### src/clock_dist_pkg.sv
// constants and types for the clock distribution configuration registers
// Contract
// [RQ1] The host writes bits 7:4 of the port configuration register as a mirror of bits 3:0.
// [RQ2] Only 16-bit instructions are used, and the instruction-length bit resets to 1.
// [RQ3] Soft reset bit 2 holds all other registers at their defaults until the host writes it back to 0.
// [RQ4] The update-all-registers bit at 0x232 clears itself after a write of 1.
// [RQ5] Bit 1 of the port configuration register selects MSB-first or LSB-first serial words.
// [RQ6] MSB-first mode decrements the address per byte, and LSB-first mode increments it.
// [RQ7] Serial-output-active 0 returns reads on the data pin with the output pin released; 1 returns reads on the output pin.
// [RQ8] Readback-select chooses buffer registers (0) or active registers (1) for reads.
// [RQ9] An update copies every buffered register into the active registers in one step.
package clock_dist_pkg;

  localparam logic [12:0] ADDR_PORT_CFG = 13'h0000;
  localparam logic [12:0] ADDR_READBACK = 13'h0004;
  localparam logic [12:0] ADDR_DIV1_AUX = 13'h0195;
  localparam logic [12:0] ADDR_DIV2_CYCLES = 13'h0196;
  localparam logic [12:0] ADDR_DIV2_PHASE = 13'h0197;
  localparam logic [12:0] ADDR_DIV2_AUX = 13'h0198;
  localparam logic [12:0] ADDR_VCO_DIV = 13'h01e0;
  localparam logic [12:0] ADDR_CLK_IN = 13'h01e1;
  localparam logic [12:0] ADDR_PDN_ALIGN = 13'h0230;
  localparam logic [12:0] ADDR_SYS_RSVD = 13'h0231;
  localparam logic [12:0] ADDR_UPDATE = 13'h0232;

  // port config reset: long instruction bit 3 and its mirror bit 4
  localparam logic [7:0] RST_PORT_CFG = 8'h18;
  localparam logic [7:0] RST_DEFAULT = 8'h00;
  localparam logic [7:0] RST_VCO_DIV = 8'h02;

  localparam int CFG_OUT_ACTIVE_BIT = 0;
  localparam int CFG_LSB_FIRST_BIT = 1;
  localparam int CFG_SOFT_RESET_BIT = 2;
  localparam int CFG_LONG_INSTR_BIT = 3;
  localparam int READBACK_ACTIVE_BIT = 0;
  localparam int UPDATE_BIT = 0;

  localparam int INSTR_RW_BIT = 15;
  localparam int INSTR_LEN_HI = 14;
  localparam int INSTR_LEN_LO = 13;
  localparam logic [3:0] INSTR_LAST_BIT = 4'hf;
  localparam logic [3:0] BYTE_LAST_BIT = 4'h7;
  localparam logic [1:0] LEN_STREAM = 2'h3;

  localparam int NUM_BUF = 7;
  localparam logic [2:0] BUF_NONE = 3'h7;
  localparam logic [2:0] BUF_VCO_IDX = 3'h4;

  typedef struct packed {
    logic csb_n;
    logic sclk;
    logic sdio;
  } serial_pins_t;

  typedef struct packed {
    logic [7:0] div1_aux;
    logic [7:0] div2_cycles;
    logic [7:0] div2_phase;
    logic [7:0] div2_aux;
    logic [7:0] vco_divide;
    logic [7:0] clk_in_sel;
    logic [7:0] pdn_align;
  } active_regs_t;

  typedef enum logic [3:0] {
    ST_IDLE = 4'b0001,
    ST_INSTR = 4'b0010,
    ST_DATA = 4'b0100,
    ST_DONE = 4'b1000
  } port_state_t;

endpackage

### src/clock_dist_config_regs.sv
// serial control port and buffered configuration register bank
`timescale 1ns/1ps
module clock_dist_config_regs (
  input wire logic i_clk_sys,
  input wire logic i_arst_n,
  input wire clock_dist_pkg::serial_pins_t i_pins,
  output logic o_sdio,
  output logic o_sdio_oe_n,
  output logic o_sdo,
  output logic o_sdo_oe_n,
  output logic o_soft_reset,
  output clock_dist_pkg::active_regs_t o_active
);
  import clock_dist_pkg::*;

  function automatic logic [2:0] buf_index(input logic [12:0] a);
    case (a)
      ADDR_DIV1_AUX: buf_index = 3'h0;
      ADDR_DIV2_CYCLES: buf_index = 3'h1;
      ADDR_DIV2_PHASE: buf_index = 3'h2;
      ADDR_DIV2_AUX: buf_index = 3'h3;
      ADDR_VCO_DIV: buf_index = 3'h4;
      ADDR_CLK_IN: buf_index = 3'h5;
      ADDR_PDN_ALIGN: buf_index = 3'h6;
      default: buf_index = BUF_NONE;
    endcase
  endfunction

  function automatic logic [7:0] buf_default(input int idx);
    buf_default = (idx == int'(BUF_VCO_IDX)) ? RST_VCO_DIV : RST_DEFAULT;
  endfunction

  // pin synchronisers; first stage feeds only the second
  serial_pins_t sync1_ff, sync2_ff;
  logic sclk_d_ff;

  always_ff @(posedge i_clk_sys or negedge i_arst_n) begin
    if (!i_arst_n) begin
      sync1_ff <= '{csb_n: 1'b1, sclk: 1'b0, sdio: 1'b0};
      sync2_ff <= '{csb_n: 1'b1, sclk: 1'b0, sdio: 1'b0};
      sclk_d_ff <= 1'b0;
    end else begin
      sync1_ff <= i_pins;
      sync2_ff <= sync1_ff;
      sclk_d_ff <= sync2_ff.sclk;
    end
  end

  logic sclk_rise, sclk_fall, sel_active, bit_in;
  assign sclk_rise = sync2_ff.sclk & ~sclk_d_ff;
  assign sclk_fall = ~sync2_ff.sclk & sclk_d_ff;
  assign sel_active = ~sync2_ff.csb_n;
  assign bit_in = sync2_ff.sdio;

  // register state
  logic [7:0] port_cfg_ff, nxt_port_cfg;
  logic readback_sel_ff, nxt_readback_sel;
  logic update_ff, nxt_update;
  logic [7:0] buf_ff [NUM_BUF];
  logic [7:0] nxt_buf [NUM_BUF];
  logic [7:0] act_ff [NUM_BUF];
  logic [7:0] nxt_act [NUM_BUF];

  logic lsb_first, out_pin_sel, soft_reset;
  assign lsb_first = port_cfg_ff[CFG_LSB_FIRST_BIT];
  assign out_pin_sel = port_cfg_ff[CFG_OUT_ACTIVE_BIT];
  assign soft_reset = port_cfg_ff[CFG_SOFT_RESET_BIT];

  // serial port state
  port_state_t state_ff, nxt_state;
  logic [3:0] cnt_ff, nxt_cnt;
  logic [15:0] shift_ff, nxt_shift;
  logic [12:0] addr_ff, nxt_addr;
  logic read_ff, nxt_read;
  logic stream_ff, nxt_stream;
  logic [1:0] left_ff, nxt_left;
  logic [7:0] tx_ff, nxt_tx;
  logic sdio_ff, nxt_sdio, sdio_oe_n_ff, nxt_sdio_oe_n;
  logic sdo_ff, nxt_sdo, sdo_oe_n_ff, nxt_sdo_oe_n;

  logic wr_en;
  logic [12:0] wr_addr, rd_addr;
  logic [7:0] wr_data, rd_byte;
  logic [15:0] instr_word;
  logic [7:0] data_byte;
  logic [2:0] rd_idx;

  always_comb begin
    rd_idx = buf_index(rd_addr);
    if (rd_idx != BUF_NONE) begin
      rd_byte = readback_sel_ff ? act_ff[rd_idx] : buf_ff[rd_idx]; // RQ8
    end else begin
      unique case (rd_addr)
        ADDR_PORT_CFG: rd_byte = port_cfg_ff;
        ADDR_READBACK: rd_byte = {7'h00, readback_sel_ff};
        ADDR_UPDATE: rd_byte = {7'h00, update_ff};
        default: rd_byte = 8'h00;
      endcase
    end
  end

  always_comb begin
    nxt_state = state_ff;
    nxt_cnt = cnt_ff;
    nxt_shift = shift_ff;
    nxt_addr = addr_ff;
    nxt_read = read_ff;
    nxt_stream = stream_ff;
    nxt_left = left_ff;
    nxt_tx = tx_ff;
    nxt_sdio = sdio_ff;
    nxt_sdio_oe_n = sdio_oe_n_ff;
    nxt_sdo = sdo_ff;
    nxt_sdo_oe_n = sdo_oe_n_ff;
    wr_en = 1'b0;
    wr_addr = addr_ff;
    wr_data = 8'h00;
    rd_addr = addr_ff;
    // word order follows the live bit-order setting
    instr_word = lsb_first ? {bit_in, shift_ff[15:1]}
                           : {shift_ff[14:0], bit_in}; // RQ5
    data_byte = lsb_first ? {bit_in, shift_ff[7:1]}
                          : {shift_ff[6:0], bit_in}; // RQ5
    if (!sel_active) begin
      nxt_state = ST_IDLE;
      nxt_cnt = 4'h0;
      nxt_sdio_oe_n = 1'b1;
      nxt_sdo_oe_n = 1'b1;
    end else begin
      unique case (state_ff)
        ST_IDLE: begin
          nxt_state = ST_INSTR;
          nxt_cnt = 4'h0;
        end
        ST_INSTR: begin
          if (sclk_rise) begin
            nxt_shift = instr_word;
            nxt_cnt = cnt_ff + 4'h1;
            // always a 16-bit instruction, the short form is not decoded
            if (cnt_ff == INSTR_LAST_BIT) begin // RQ2
              nxt_state = ST_DATA;
              nxt_cnt = 4'h0;
              nxt_read = instr_word[INSTR_RW_BIT];
              nxt_left = instr_word[INSTR_LEN_HI:INSTR_LEN_LO];
              nxt_stream = nxt_left == LEN_STREAM;
              nxt_addr = instr_word[12:0];
              rd_addr = instr_word[12:0];
              nxt_tx = rd_byte;
            end
          end
        end
        ST_DATA: begin
          if (sclk_rise) begin
            nxt_shift = {shift_ff[15:8], data_byte};
            nxt_cnt = cnt_ff + 4'h1;
            if (cnt_ff == BYTE_LAST_BIT) begin
              nxt_cnt = 4'h0;
              wr_en = ~read_ff;
              wr_data = data_byte;
              nxt_addr = lsb_first ? addr_ff + 13'h0001
                                   : addr_ff - 13'h0001; // RQ6
              rd_addr = nxt_addr;
              nxt_tx = rd_byte;
              if (!stream_ff && left_ff == 2'h0) begin
                nxt_state = ST_DONE;
              end else if (!stream_ff) begin
                nxt_left = left_ff - 2'h1;
              end
            end
          end else if (sclk_fall && read_ff) begin
            nxt_tx = lsb_first ? {1'b0, tx_ff[7:1]} : {tx_ff[6:0], 1'b0};
            if (out_pin_sel) begin // RQ7
              nxt_sdo = lsb_first ? tx_ff[0] : tx_ff[7];
              nxt_sdo_oe_n = 1'b0;
            end else begin
              nxt_sdio = lsb_first ? tx_ff[0] : tx_ff[7];
              nxt_sdio_oe_n = 1'b0;
            end
          end
        end
        ST_DONE: begin
          if (sclk_fall) begin
            nxt_sdio_oe_n = 1'b1;
            nxt_sdo_oe_n = 1'b1;
          end
        end
      endcase
    end
  end

  always_ff @(posedge i_clk_sys or negedge i_arst_n) begin
    if (!i_arst_n) begin
      state_ff <= ST_IDLE;
      cnt_ff <= 4'h0;
      shift_ff <= 16'h0000;
      addr_ff <= 13'h0000;
      read_ff <= 1'b0;
      stream_ff <= 1'b0;
      left_ff <= 2'h0;
      tx_ff <= 8'h00;
      sdio_ff <= 1'b0;
      sdio_oe_n_ff <= 1'b1;
      sdo_ff <= 1'b0;
      sdo_oe_n_ff <= 1'b1;
    end else begin
      state_ff <= nxt_state;
      cnt_ff <= nxt_cnt;
      shift_ff <= nxt_shift;
      addr_ff <= nxt_addr;
      read_ff <= nxt_read;
      stream_ff <= nxt_stream;
      left_ff <= nxt_left;
      tx_ff <= nxt_tx;
      sdio_ff <= nxt_sdio;
      sdio_oe_n_ff <= nxt_sdio_oe_n;
      sdo_ff <= nxt_sdo;
      sdo_oe_n_ff <= nxt_sdo_oe_n;
    end
  end

  logic [2:0] wr_idx;

  always_comb begin
    nxt_port_cfg = port_cfg_ff;
    nxt_readback_sel = readback_sel_ff;
    nxt_update = 1'b0; // RQ4
    nxt_buf = buf_ff;
    nxt_act = act_ff;
    wr_idx = buf_index(wr_addr);
    // transfer uses the pre-write buffer, so a same-cycle write waits
    if (update_ff) begin
      nxt_act = buf_ff; // RQ9
    end
    if (wr_en) begin
      if (wr_idx != BUF_NONE) begin
        nxt_buf[wr_idx] = wr_data;
      end else if (wr_addr == ADDR_PORT_CFG) begin
        nxt_port_cfg = wr_data; // RQ1
      end else if (wr_addr == ADDR_READBACK) begin
        nxt_readback_sel = wr_data[READBACK_ACTIVE_BIT];
      end else if (wr_addr == ADDR_UPDATE) begin
        nxt_update = wr_data[UPDATE_BIT];
      end
    end
    // soft reset spares its own register so the host can release it
    if (soft_reset) begin // RQ3
      nxt_readback_sel = 1'b0;
      nxt_update = 1'b0;
      for (int i = 0; i < NUM_BUF; i++) begin
        nxt_buf[i] = buf_default(i);
        nxt_act[i] = buf_default(i);
      end
    end
  end

  always_ff @(posedge i_clk_sys or negedge i_arst_n) begin
    if (!i_arst_n) begin
      port_cfg_ff <= RST_PORT_CFG; // RQ2
      readback_sel_ff <= 1'b0;
      update_ff <= 1'b0;
      for (int i = 0; i < NUM_BUF; i++) begin
        buf_ff[i] <= buf_default(i);
        act_ff[i] <= buf_default(i);
      end
    end else begin
      port_cfg_ff <= nxt_port_cfg;
      readback_sel_ff <= nxt_readback_sel;
      update_ff <= nxt_update;
      buf_ff <= nxt_buf;
      act_ff <= nxt_act;
    end
  end

  assign o_sdio = sdio_ff;
  assign o_sdio_oe_n = sdio_oe_n_ff;
  assign o_sdo = sdo_ff;
  assign o_sdo_oe_n = sdo_oe_n_ff;
  assign o_soft_reset = port_cfg_ff[CFG_SOFT_RESET_BIT];
  assign o_active = {act_ff[0], act_ff[1], act_ff[2], act_ff[3],
                     act_ff[4], act_ff[5], act_ff[6]};

  instr_len_a: assert property (@(posedge i_clk_sys) disable iff (!i_arst_n) // RQ2
    state_ff == ST_INSTR && sel_active && sclk_rise && cnt_ff == 4'hf
    |=> state_ff == ST_DATA && cnt_ff == 4'h0)
    else $error("instruction did not end after 16 bits");
  soft_reset_a: assert property (@(posedge i_clk_sys) disable iff (!i_arst_n) // RQ3
    soft_reset |=> o_active.vco_divide == RST_VCO_DIV && !readback_sel_ff)
    else $error("soft reset did not restore defaults");
  reset_hold_a: assert property (@(posedge i_clk_sys) disable iff (!i_arst_n) // RQ3
    soft_reset && !wr_en |=> soft_reset)
    else $error("soft reset bit cleared itself");
  update_clear_a: assert property (@(posedge i_clk_sys) disable iff (!i_arst_n) // RQ4
    update_ff |=> !update_ff)
    else $error("update bit did not clear itself");
  bit_order_a: assert property (@(posedge i_clk_sys) disable iff (!i_arst_n) // RQ5
    wr_en |-> (lsb_first ? wr_data[7] : wr_data[0]) == bit_in)
    else $error("last data bit landed in wrong position");
  addr_step_a: assert property (@(posedge i_clk_sys) disable iff (!i_arst_n) // RQ6
    wr_en && sel_active ##1 state_ff == ST_DATA
    |-> addr_ff == ($past(lsb_first) ? $past(addr_ff) + 13'h0001
                                     : $past(addr_ff) - 13'h0001))
    else $error("address stepped the wrong way");
  out_pin_a: assert property (@(posedge i_clk_sys) disable iff (!i_arst_n) // RQ7
    !o_sdo_oe_n || !o_sdio_oe_n |-> $past(out_pin_sel) == !o_sdo_oe_n)
    else $error("read data on the wrong pin");
  readback_a: assert property (@(posedge i_clk_sys) disable iff (!i_arst_n) // RQ8
    readback_sel_ff && rd_addr == ADDR_VCO_DIV |-> rd_byte == o_active.vco_divide)
    else $error("readback ignored active bank");
  update_copy_a: assert property (@(posedge i_clk_sys) disable iff (!i_arst_n) // RQ9
    update_ff && !soft_reset |=> o_active.div2_cycles == $past(buf_ff[1])
      && o_active.pdn_align == $past(buf_ff[6]))
    else $error("update did not copy buffer to active");

endmodule // clock_dist_config_regs

### config.mk
export PLATFORM = sky130hd
export DESIGN_NAME = clock_dist_config_regs
export DESIGN_NICKNAME = d
export VERILOG_FILES = /design/src/clock_dist_pkg.sv /design/src/clock_dist_config_regs.sv
export SDC_FILE = /design/constraint.sdc
export NUM_CORES = 1
export LEC_CHECK = 0
export ABC_AREA = 1
export BUFFER_PORTS_ARGS = -buffer_cell sky130_fd_sc_hd__buf_4
export CORE_UTILIZATION = 62
export CTS_BUF_LIST = sky130_fd_sc_hd__clkbuf_16
export DETAILED_ROUTE_END_ITERATION = 16
export GPL_TIMING_DRIVEN = 0
export PLACE_DENSITY_LB_ADDON = 0.05
export SETUP_SLACK_MARGIN = 0.1
export SLEW_MARGIN = 10
export SYNTH_ARGS = -nofsm -noshare
export SYNTH_HDL_FRONTEND = slang
export SYNTH_SLANG_ARGS = --single-unit
export TNS_END_PERCENT = 5
### constraint.sdc
create_clock -name i_clk_sys -period 5.7 [get_ports i_clk_sys]
set_clock_uncertainty 0.1 [all_clocks]
set_input_delay 1.425 -clock i_clk_sys [delete_from_list [all_inputs] [get_ports i_clk_sys]]
set_output_delay 1.425 -clock i_clk_sys [all_outputs]
set_load 0.05 [all_outputs]
==> results of run 1 <==
[final cells by class]
type | instances | share of cell area (%)
sequential | 182 | 37.6
buffer | 60 | 2.16
inverter | 185 | 5.72
clock inverter | 15 | 1.39
tap | 220 | 2.27
timing repair buffer | 66 | 4.30
multi-input combinational | 1090 | 43.1
clock buffer | 17 | 3.50
[where the power goes]
group	switching [µW]	total [µW]	internal, µW
clock	550	1210	658
sequential	29.1	1360	1330
combinational	146	202	55.7
[routing by layer]
layer | GRT usage (%) | wire length (µm)
met4 | 27.4 | 2420
met3 | 5.82 | 2510
met2 | 64.9 | 15700
met1 | 46.9 | 13000
met5 | 0 | 0
[placed cells by master, fill, tap and decap left out, types with 12 or more instances in the layout]
cell type  Yosys  routed
clkbuf_1      33      32
a21oi_1       54      54
inv_2         12      12
inv_1        171     172
buf_2         14      15
nor2_1       157     157
a31oi_1       12      12
nand3_1      190     190
o21ai_0      103     103
o22ai_1       25      25
nor3_1        20      20
buf_4          1      65
nand2_1      408     408
ha_1          13      13
dfrtp_1      173     173
clkbuf_16      0      17
[per-stage QoR]
| stage | instance area, µm² | worst slack, ns | util, % | hold WS (ns) |
|---|---|---|---|---|
| final | 12200 | 0.582 | 72.5 | 0.252 |
| after global routing | 12200 | 0.205 | 72.5 | 0.254 |
| after CTS | 12100 | 0.260 | 72.5 | 0.253 |
| after detailed placement | 11600 | 0.295 | 68.9 | 0.237 |
| after global placement | 11500 | 0.344 | 68.7 | 0.232 |
| after floorplan | 10800 | 1.48 | - | 0.231 |
[cell usage after synthesis, types with 2 or more instances]
cell type,instances,share of area [%]
nor3_1,20,0.93
a21oi_1,54,2.5
clkinv_1,2,0.070
nand3_1,190,8.8
nor2_4,6,0.63
a22oi_1,11,0.77
nor4_1,10,0.58
nor2_1,157,5.5
inv_2,12,0.42
a21oi_2,2,0.16
nand4_1,9,0.52
nand2_1,408,14
dfrtp_1,173,40
o31ai_1,9,0.63
buf_6,2,0.21
a211oi_1,3,0.21
nand3_4,2,0.33
buf_2,14,0.65
a31oi_1,12,0.70
buf_1,10,0.35
nand3b_1,2,0.14
o22ai_1,25,1.5
o21ai_1,3,0.14
nand2_2,11,0.64
nor2_2,11,0.64
clkbuf_1,33,1.2
and3_1,2,0.12
o21ai_0,103,4.8
dfstp_2,9,2.2
inv_1,171,6.0
nand3_2,11,1.0
ha_1,13,1.5
[timing repair]
| item | CTS | global route |
|---|---|---|
| hold endpoints to repair | 0 | 0 |
| endpoints found under the setup margin | 0 | 8 |
| hold buffers | 0 | 0 |
| gates resized for setup | 0 | 4 |
[how the worst min path moves through the flow]
| stage | start | end | slack [ns] | cells past startpoint |
|---|---|---|---|---|
| global route | sync1_ff[0] | bit_in | 0.25 | 0 |
| finish | sync1_ff[0] | bit_in | 0.25 | 0 |
| floorplan | sync1_ff[0] | bit_in | 0.23 | 0 |
| detailed placement | sync1_ff[0] | bit_in | 0.24 | 0 |
| CTS | sync1_ff[0] | bit_in | 0.25 | 0 |
| global placement | sync1_ff[1] | sync2_ff[1] | 0.23 | 0 |
[critical path, delay by kind of cell, from the launching register on]
family	cells	cell delay, ns
adder cells (fa/ha/maj)	1	0.37
buffers and inverters	7	1.64
AND/OR/NAND/NOR	20	2.12
AO/OA/AOI/OAI	1	0.37
flip-flops	1	0.45
[kinds of logic after synthesis]
logic type	after synthesis	synth area share (%)
buf+inv	245	8.89
simple gates	843	34.5
fa+ha+maj	14	1.70
xor+xnor	1	0.0814
flops	182	42.4
compound gates	230	12.2
mux	2	0.198
[registers in the layout, summed over array words and instances (netlist names), 2 cells and up]
register     cells
addr_ff         13
buf_ff          56
cnt_ff           4
left_ff          2
o_active        56
port_cfg_ff      8
shift_ff        16
state_ff         4
sync1_ff         3
sync2_ff         2
tx_ff            8
==> Implementation_results.wiki, run 1 <==
{| class="wikitable"
! Metric !! Value
|-
| Seq cells post-synth || ~180
|-
| Starting density of the core || ~64%
|-
| WP data required || approximately 6 ns
|-
| Mean Syn Cell Area || a little over 7 µm²
|-
| Row Count || 47
|-
| Total Die Area || 17900 µm²
|-
| Max transition margin || roughly two fifths
|-
| Routed wire length || approximately 34000 µm
|-
| Mapped Cells || between 1500 and 2000
|-
| Worst flop-to-flop path endpoint || tx_ff[6]
|-
| Clock transition at the registers of the reported paths || around 0.070 ns
|-
| Post-synthesis async set-or-reset flop share || 100%
|-
| Timing startpoint of the critical path || port_cfg_ff[1]
|-
| Top Ports || 66
|-
| Buffers from clock root to sink, at most || 2
|-
| Synthesis Warnings || 0
|-
| Count of endpoints failing hold in the final timing report || 0
|-
| Total CTS buffers || 17
|-
| Maximum number of pins on one net before global-route repair || 100
|-
| Syn_nets || 1536
|-
| Via Count || 10818
|-
| Transition time at the pin with the least slew margin || between 0.8 and 0.9 ns
|-
| CTS tree || built
|-
| Setup repair after global routing missed its margin || false
|-
| Layout Cells excl Fill || between 1500 and 2000
|-
| Total of max-cap violations || 0
|-
| Fraction of final layout cells with drive strength greater than 1 || 11.5%
|-
| Final Power || around 2800 µW
|-
| Leakage power total || ~0.0060 µW
|-
| Clock network latency to the later pin of the worst-skew pair || around 0.45 ns
|-
| Post-detailed-route count of antenna-violating nets || 0
|-
| Post-synth cell types || 49
|-
| Min-delay worst type || register to register
|-
| Startpoint Class || register
|-
| # port buffers || 65
|-
| Status || completed
|-
| Cell total after placement || around 1800
|-
| Peak clock frequency supported by timing || 195 MHz
|-
| H-tree depth || 4
|-
| Path depth of the worst reg2reg path || 29
|-
| FF/Latch Area || around 4600 µm²
|-
| Total area of multi-input combinational cells || 5240 µm²
|-
| Final period util || between 80 and 90%
|-
| Num Clock Sinks || 182
|-
| Power density over cell area || 228 nW/µm²
|-
| Period minus WS final || around 5.1 ns
|-
| Summed negative setup slack over all endpoints || 0 ns
|-
| Max Fanout on Critical Path || 20
|-
| Worst VDD drop || around 0.23 mV
|-
| Clock tree root driver cell || clkbuf_16
|-
| Dominant synthesized flop cell || dfrtp_1
|-
| Aggregate global-route resource usage || between 30% and 40%
|-
| Chip width || around 130 µm
|-
| Final number of max-transition violations || 0
|-
| DRC marker count from the first detailed-route iteration || ~940
|-
| First-pass GRT wire length || between 50000 and 60000 µm
|-
| Net total in the final layout || around 1600
|-
| Vias in the first global route || 10295
|-
| Half-perimeter wire length of the detailed placement result || between 20000 and 30000 µm
|-
| P&R area growth vs syn || 13.0%
|-
| End point of the critical path || tx_ff[6]
|-
| Placeable core region || ~17000 µm²
|-
| Post-CTS setup-driven buffer insertion count || 0
|-
| Data arrival time of the critical path || roughly 5.4 ns
|-
| Worst setup EP type || register
|-
| Y dimension of the die || between 100 and 150 µm
|-
| Drt via density || between 5 and 6
|-
| Setup slack of the most critical reg-to-reg path || between 0.5 and 0.6 ns
|-
| Most prevalent standard cell on the critical path || nand2_1
|-
| Standard cell with the maximum stage delay on the critical path || dfrtp_1
|-
| Origin of the critical flop-to-flop path || port_cfg_ff[1]
|-
| Number of antenna violations at the first check in global routing || 0
|-
| Residual overflow from global routing || 0
|-
| Global placer's final weighted congestion || 1.03
|-
| Seq/Total Area, Yosys || between 40 and 50%
|-
| Residual DRC || 0
|-
| Worst path max stage delay || approximately 0.45 ns
|-
| First-pass iteration count of the detailed router || 6
|-
| Filler cells || between 1000 and 1500
|-
| Path type of the worst setup path || register to register
|-
| Final setup viols || 0
|-
| EDFF count, synth || 0
|-
| Count of antenna diodes in the layout || 0
|-
| Synth Cell Area || between 10000 and 15000 µm²
|-
| Detailed-route wire length per cell || around 18 µm
|}
Note: power is estimated with default switching activity, not from simulation.
==> inputs of run 2 (changes only) <==
--- a/config.mk
+++ b/config.mk
@@ -11,7 +11,9 @@
 export CTS_BUF_LIST = sky130_fd_sc_hd__clkbuf_16
 export DETAILED_ROUTE_END_ITERATION = 16
 export GPL_TIMING_DRIVEN = 0
+export HOLD_SLACK_MARGIN = 0.03
 export PLACE_DENSITY_LB_ADDON = 0.05
+export REMOVE_ABC_BUFFERS = 1
 export SETUP_SLACK_MARGIN = 0.1
 export SLEW_MARGIN = 10
 export SYNTH_ARGS = -nofsm -noshare
==> run 2 against run 1 <==
Effect of this change: count of clock-buffer cells in the layout stayed put; sequential share of layout area is 0.17 points higher; via count is 3.2% lower; die area stayed put; non-clock buffer count is 53 lower; critical path depth is 3 lower; core utilization is 0.25 points lower; largest cell class unchanged.
==> Implementation_results.wiki, run 2 (synthesis gave the netlist of run 1 again) <==
{| class="wikitable"
! Metric !! Value
|-
| Status || completed
|-
| Routed wire length || between 30000 and 40000 µm
|-
| Vias in the first global route || ~9700
|-
| Clock network latency to the later pin of the worst-skew pair || ~0.45 ns
|-
| Hold_sp || sync1_ff[1]
|-
| Min-delay worst type || register to register
|-
| Hold WS || 0.255 ns
|-
| Power density over cell area || approximately 230 nW/µm²
|-
| Total of max-cap violations || 0
|-
| Commonest non-fill, non-tap cell in the layout || nand2_1
|-
| Number of antenna violations at the first check in global routing || 0
|-
| Starting density of the core || 64.2%
|-
| Row Count || 47
|-
| Transition time at the pin with the least slew margin || between 1 and 1.5 ns
|-
| First-pass iteration count of the detailed router || 5
|-
| Total Die Area || between 15000 and 20000 µm²
|-
| Fraction of final layout cells with drive strength greater than 1 || about an eighth
|-
| Detailed-route wire length per cell || ~17 µm
|-
| Path depth of the worst reg2reg path || 26
|-
| Buffers from clock root to sink, at most || 2
|-
| P&R area growth vs syn || 12.6%
|-
| Worst VDD drop || roughly 0.22 mV
|-
| Worst path max stage delay || between 0.6 and 0.7 ns
|-
| Final setup viols || 0
|-
| Setup repair after global routing missed its margin || false
|-
| Count of endpoints failing hold in the final timing report || 0
|-
| Most prevalent standard cell on the critical path || nand2_1
|-
| WP data required || between 5 and 6 ns
|-
| Placeable core region || 16800 µm²
|-
| Hold-critical path endpoint || sync2_ff[1]
|-
| Final Power || ~2800 µW
|-
| Standard cell with the maximum stage delay on the critical path || dfrtp_4
|-
| Clock tree root driver cell || clkbuf_16
|-
| Half-perimeter wire length of the detailed placement result || ~21000 µm
|-
| Net total in the final layout || approximately 1600
|-
| First-pass GRT wire length || a little under 50000 µm
|-
| Peak clock frequency supported by timing || 191 MHz
|-
| Origin of the critical flop-to-flop path || port_cfg_ff[1]
|-
| Period minus WS final || 5.25 ns
|-
| Final number of max-transition violations || 0
|-
| Drt via density || approximately 5.9
|-
| Leakage power total || about 0.0059 µW
|-
| Family with the most delay on the worst path || simple AND/OR/NAND/NOR gates
|-
| Worst setup EP type || register
|-
| H-tree depth || 4
|-
| Max transition margin || between 20% and 30%
|-
| Residual DRC || 0
|-
| Max Fanout on Critical Path || 33
|-
| Final period util || 92.1%
|-
| Hold path cells || 0
|-
| Setup slack of the most critical reg-to-reg path || 0.45 ns
|-
| # port buffers || 65
|-
| Top Ports || 66
|-
| Post-detailed-route count of antenna-violating nets || 0
|-
| Residual overflow from global routing || 0
|-
| Clock transition at the registers of the reported paths || 0.07 ns
|-
| Y dimension of the die || ~130 µm
|-
| DRC marker count from the first detailed-route iteration || about 880
|-
| Count of antenna diodes in the layout || 0
|-
| Aggregate global-route resource usage || a little over a third
|-
| Global placer's final weighted congestion || about 0.9
|-
| Path type of the worst setup path || register to register
|-
| Via Count || between 10000 and 15000
|-
| Data arrival time of the critical path || ~5.5 ns
|-
| Chip width || around 130 µm
|-
| Worst path buffer plus inverter count || 3
|-
| Worst flop-to-flop path endpoint || tx_ff[2]
|-
| Num Clock Sinks || 182
|-
| Maximum number of pins on one net before global-route repair || 63
|-
| Commonest non-fill, non-tap cells in the layout || 408 x nand2_1, 190 x nand3_1, 171 x dfrtp_1
|-
| Total CTS buffers || 17
|-
| CTS tree || built
|-
| Startpoint Class || register
|}
run 2: layer usage:
metal | up-vias | track usage, % | routed length, µm
li1 | 5028 | - | -
met1 | 4920 | 45.2 | 12500
met2 | 444 | 57.6 | 14700
met3 | 75 | 5.18 | 1930
met4 | 0 | 16.9 | 1100
met5 | - | 0 | 0
run 2: worst max path at each step:
stage	from	endpoint	slack, ns	cells past startpoint
after floorplan	port_cfg_ff[1]	tx_ff[0]	0.71	27
after global placement	port_cfg_ff[1]	tx_ff[7]	-1.25	27
after detailed placement	port_cfg_ff[1]	tx_ff[7]	-1.32	27
after CTS	port_cfg_ff[1]	tx_ff[7]	0.19	27
after global routing	port_cfg_ff[1]	tx_ff[0]	0.17	29
final	port_cfg_ff[1]	tx_ff[2]	0.45	26
run 2: metrics by stage:
step,worst slack [ns],instances,util [%],TNS (ns),cell area [µm²]
2_1_floorplan,0.706,1457,-,0,10500
3_3_place_gp,-1.25,1742,67.2,-9.14,11300
3_5_place_dp,-1.32,1748,68.1,-9.78,11400
4_1_cts,0.192,1781,72.0,0,12100
5_1_grt,0.172,1783,72.2,0,12100
6_report,0.453,1783,72.2,0,12100
run 2: area by class of cell:
cell class	instances	area, µm²
clock buffers	17	425
clock inverters	15	208
fillers	1387	4650
inverters	185	698
multi-input cells	1090	5270
flip-flops and latches	182	4570
well taps	220	275
repair buffers	73	661
repair inverters	1	5.00
run 2: what timing repair did:
item | CTS | global route
hold buffers | 0 | 0
pin swaps | 0 | 0
setup buffers | 0 | 2
resized for setup | 5 | 2
endpoints found under the hold margin | 0 | 0
endpoints found under the setup margin | 8 | 8
gates cloned | 1 | 0
run 2: report_power, final:
group | internal [µW] | switching (µW)
clock network | 709 | 566
logic | 56.8 | 145
registers | 1330 | 30.1
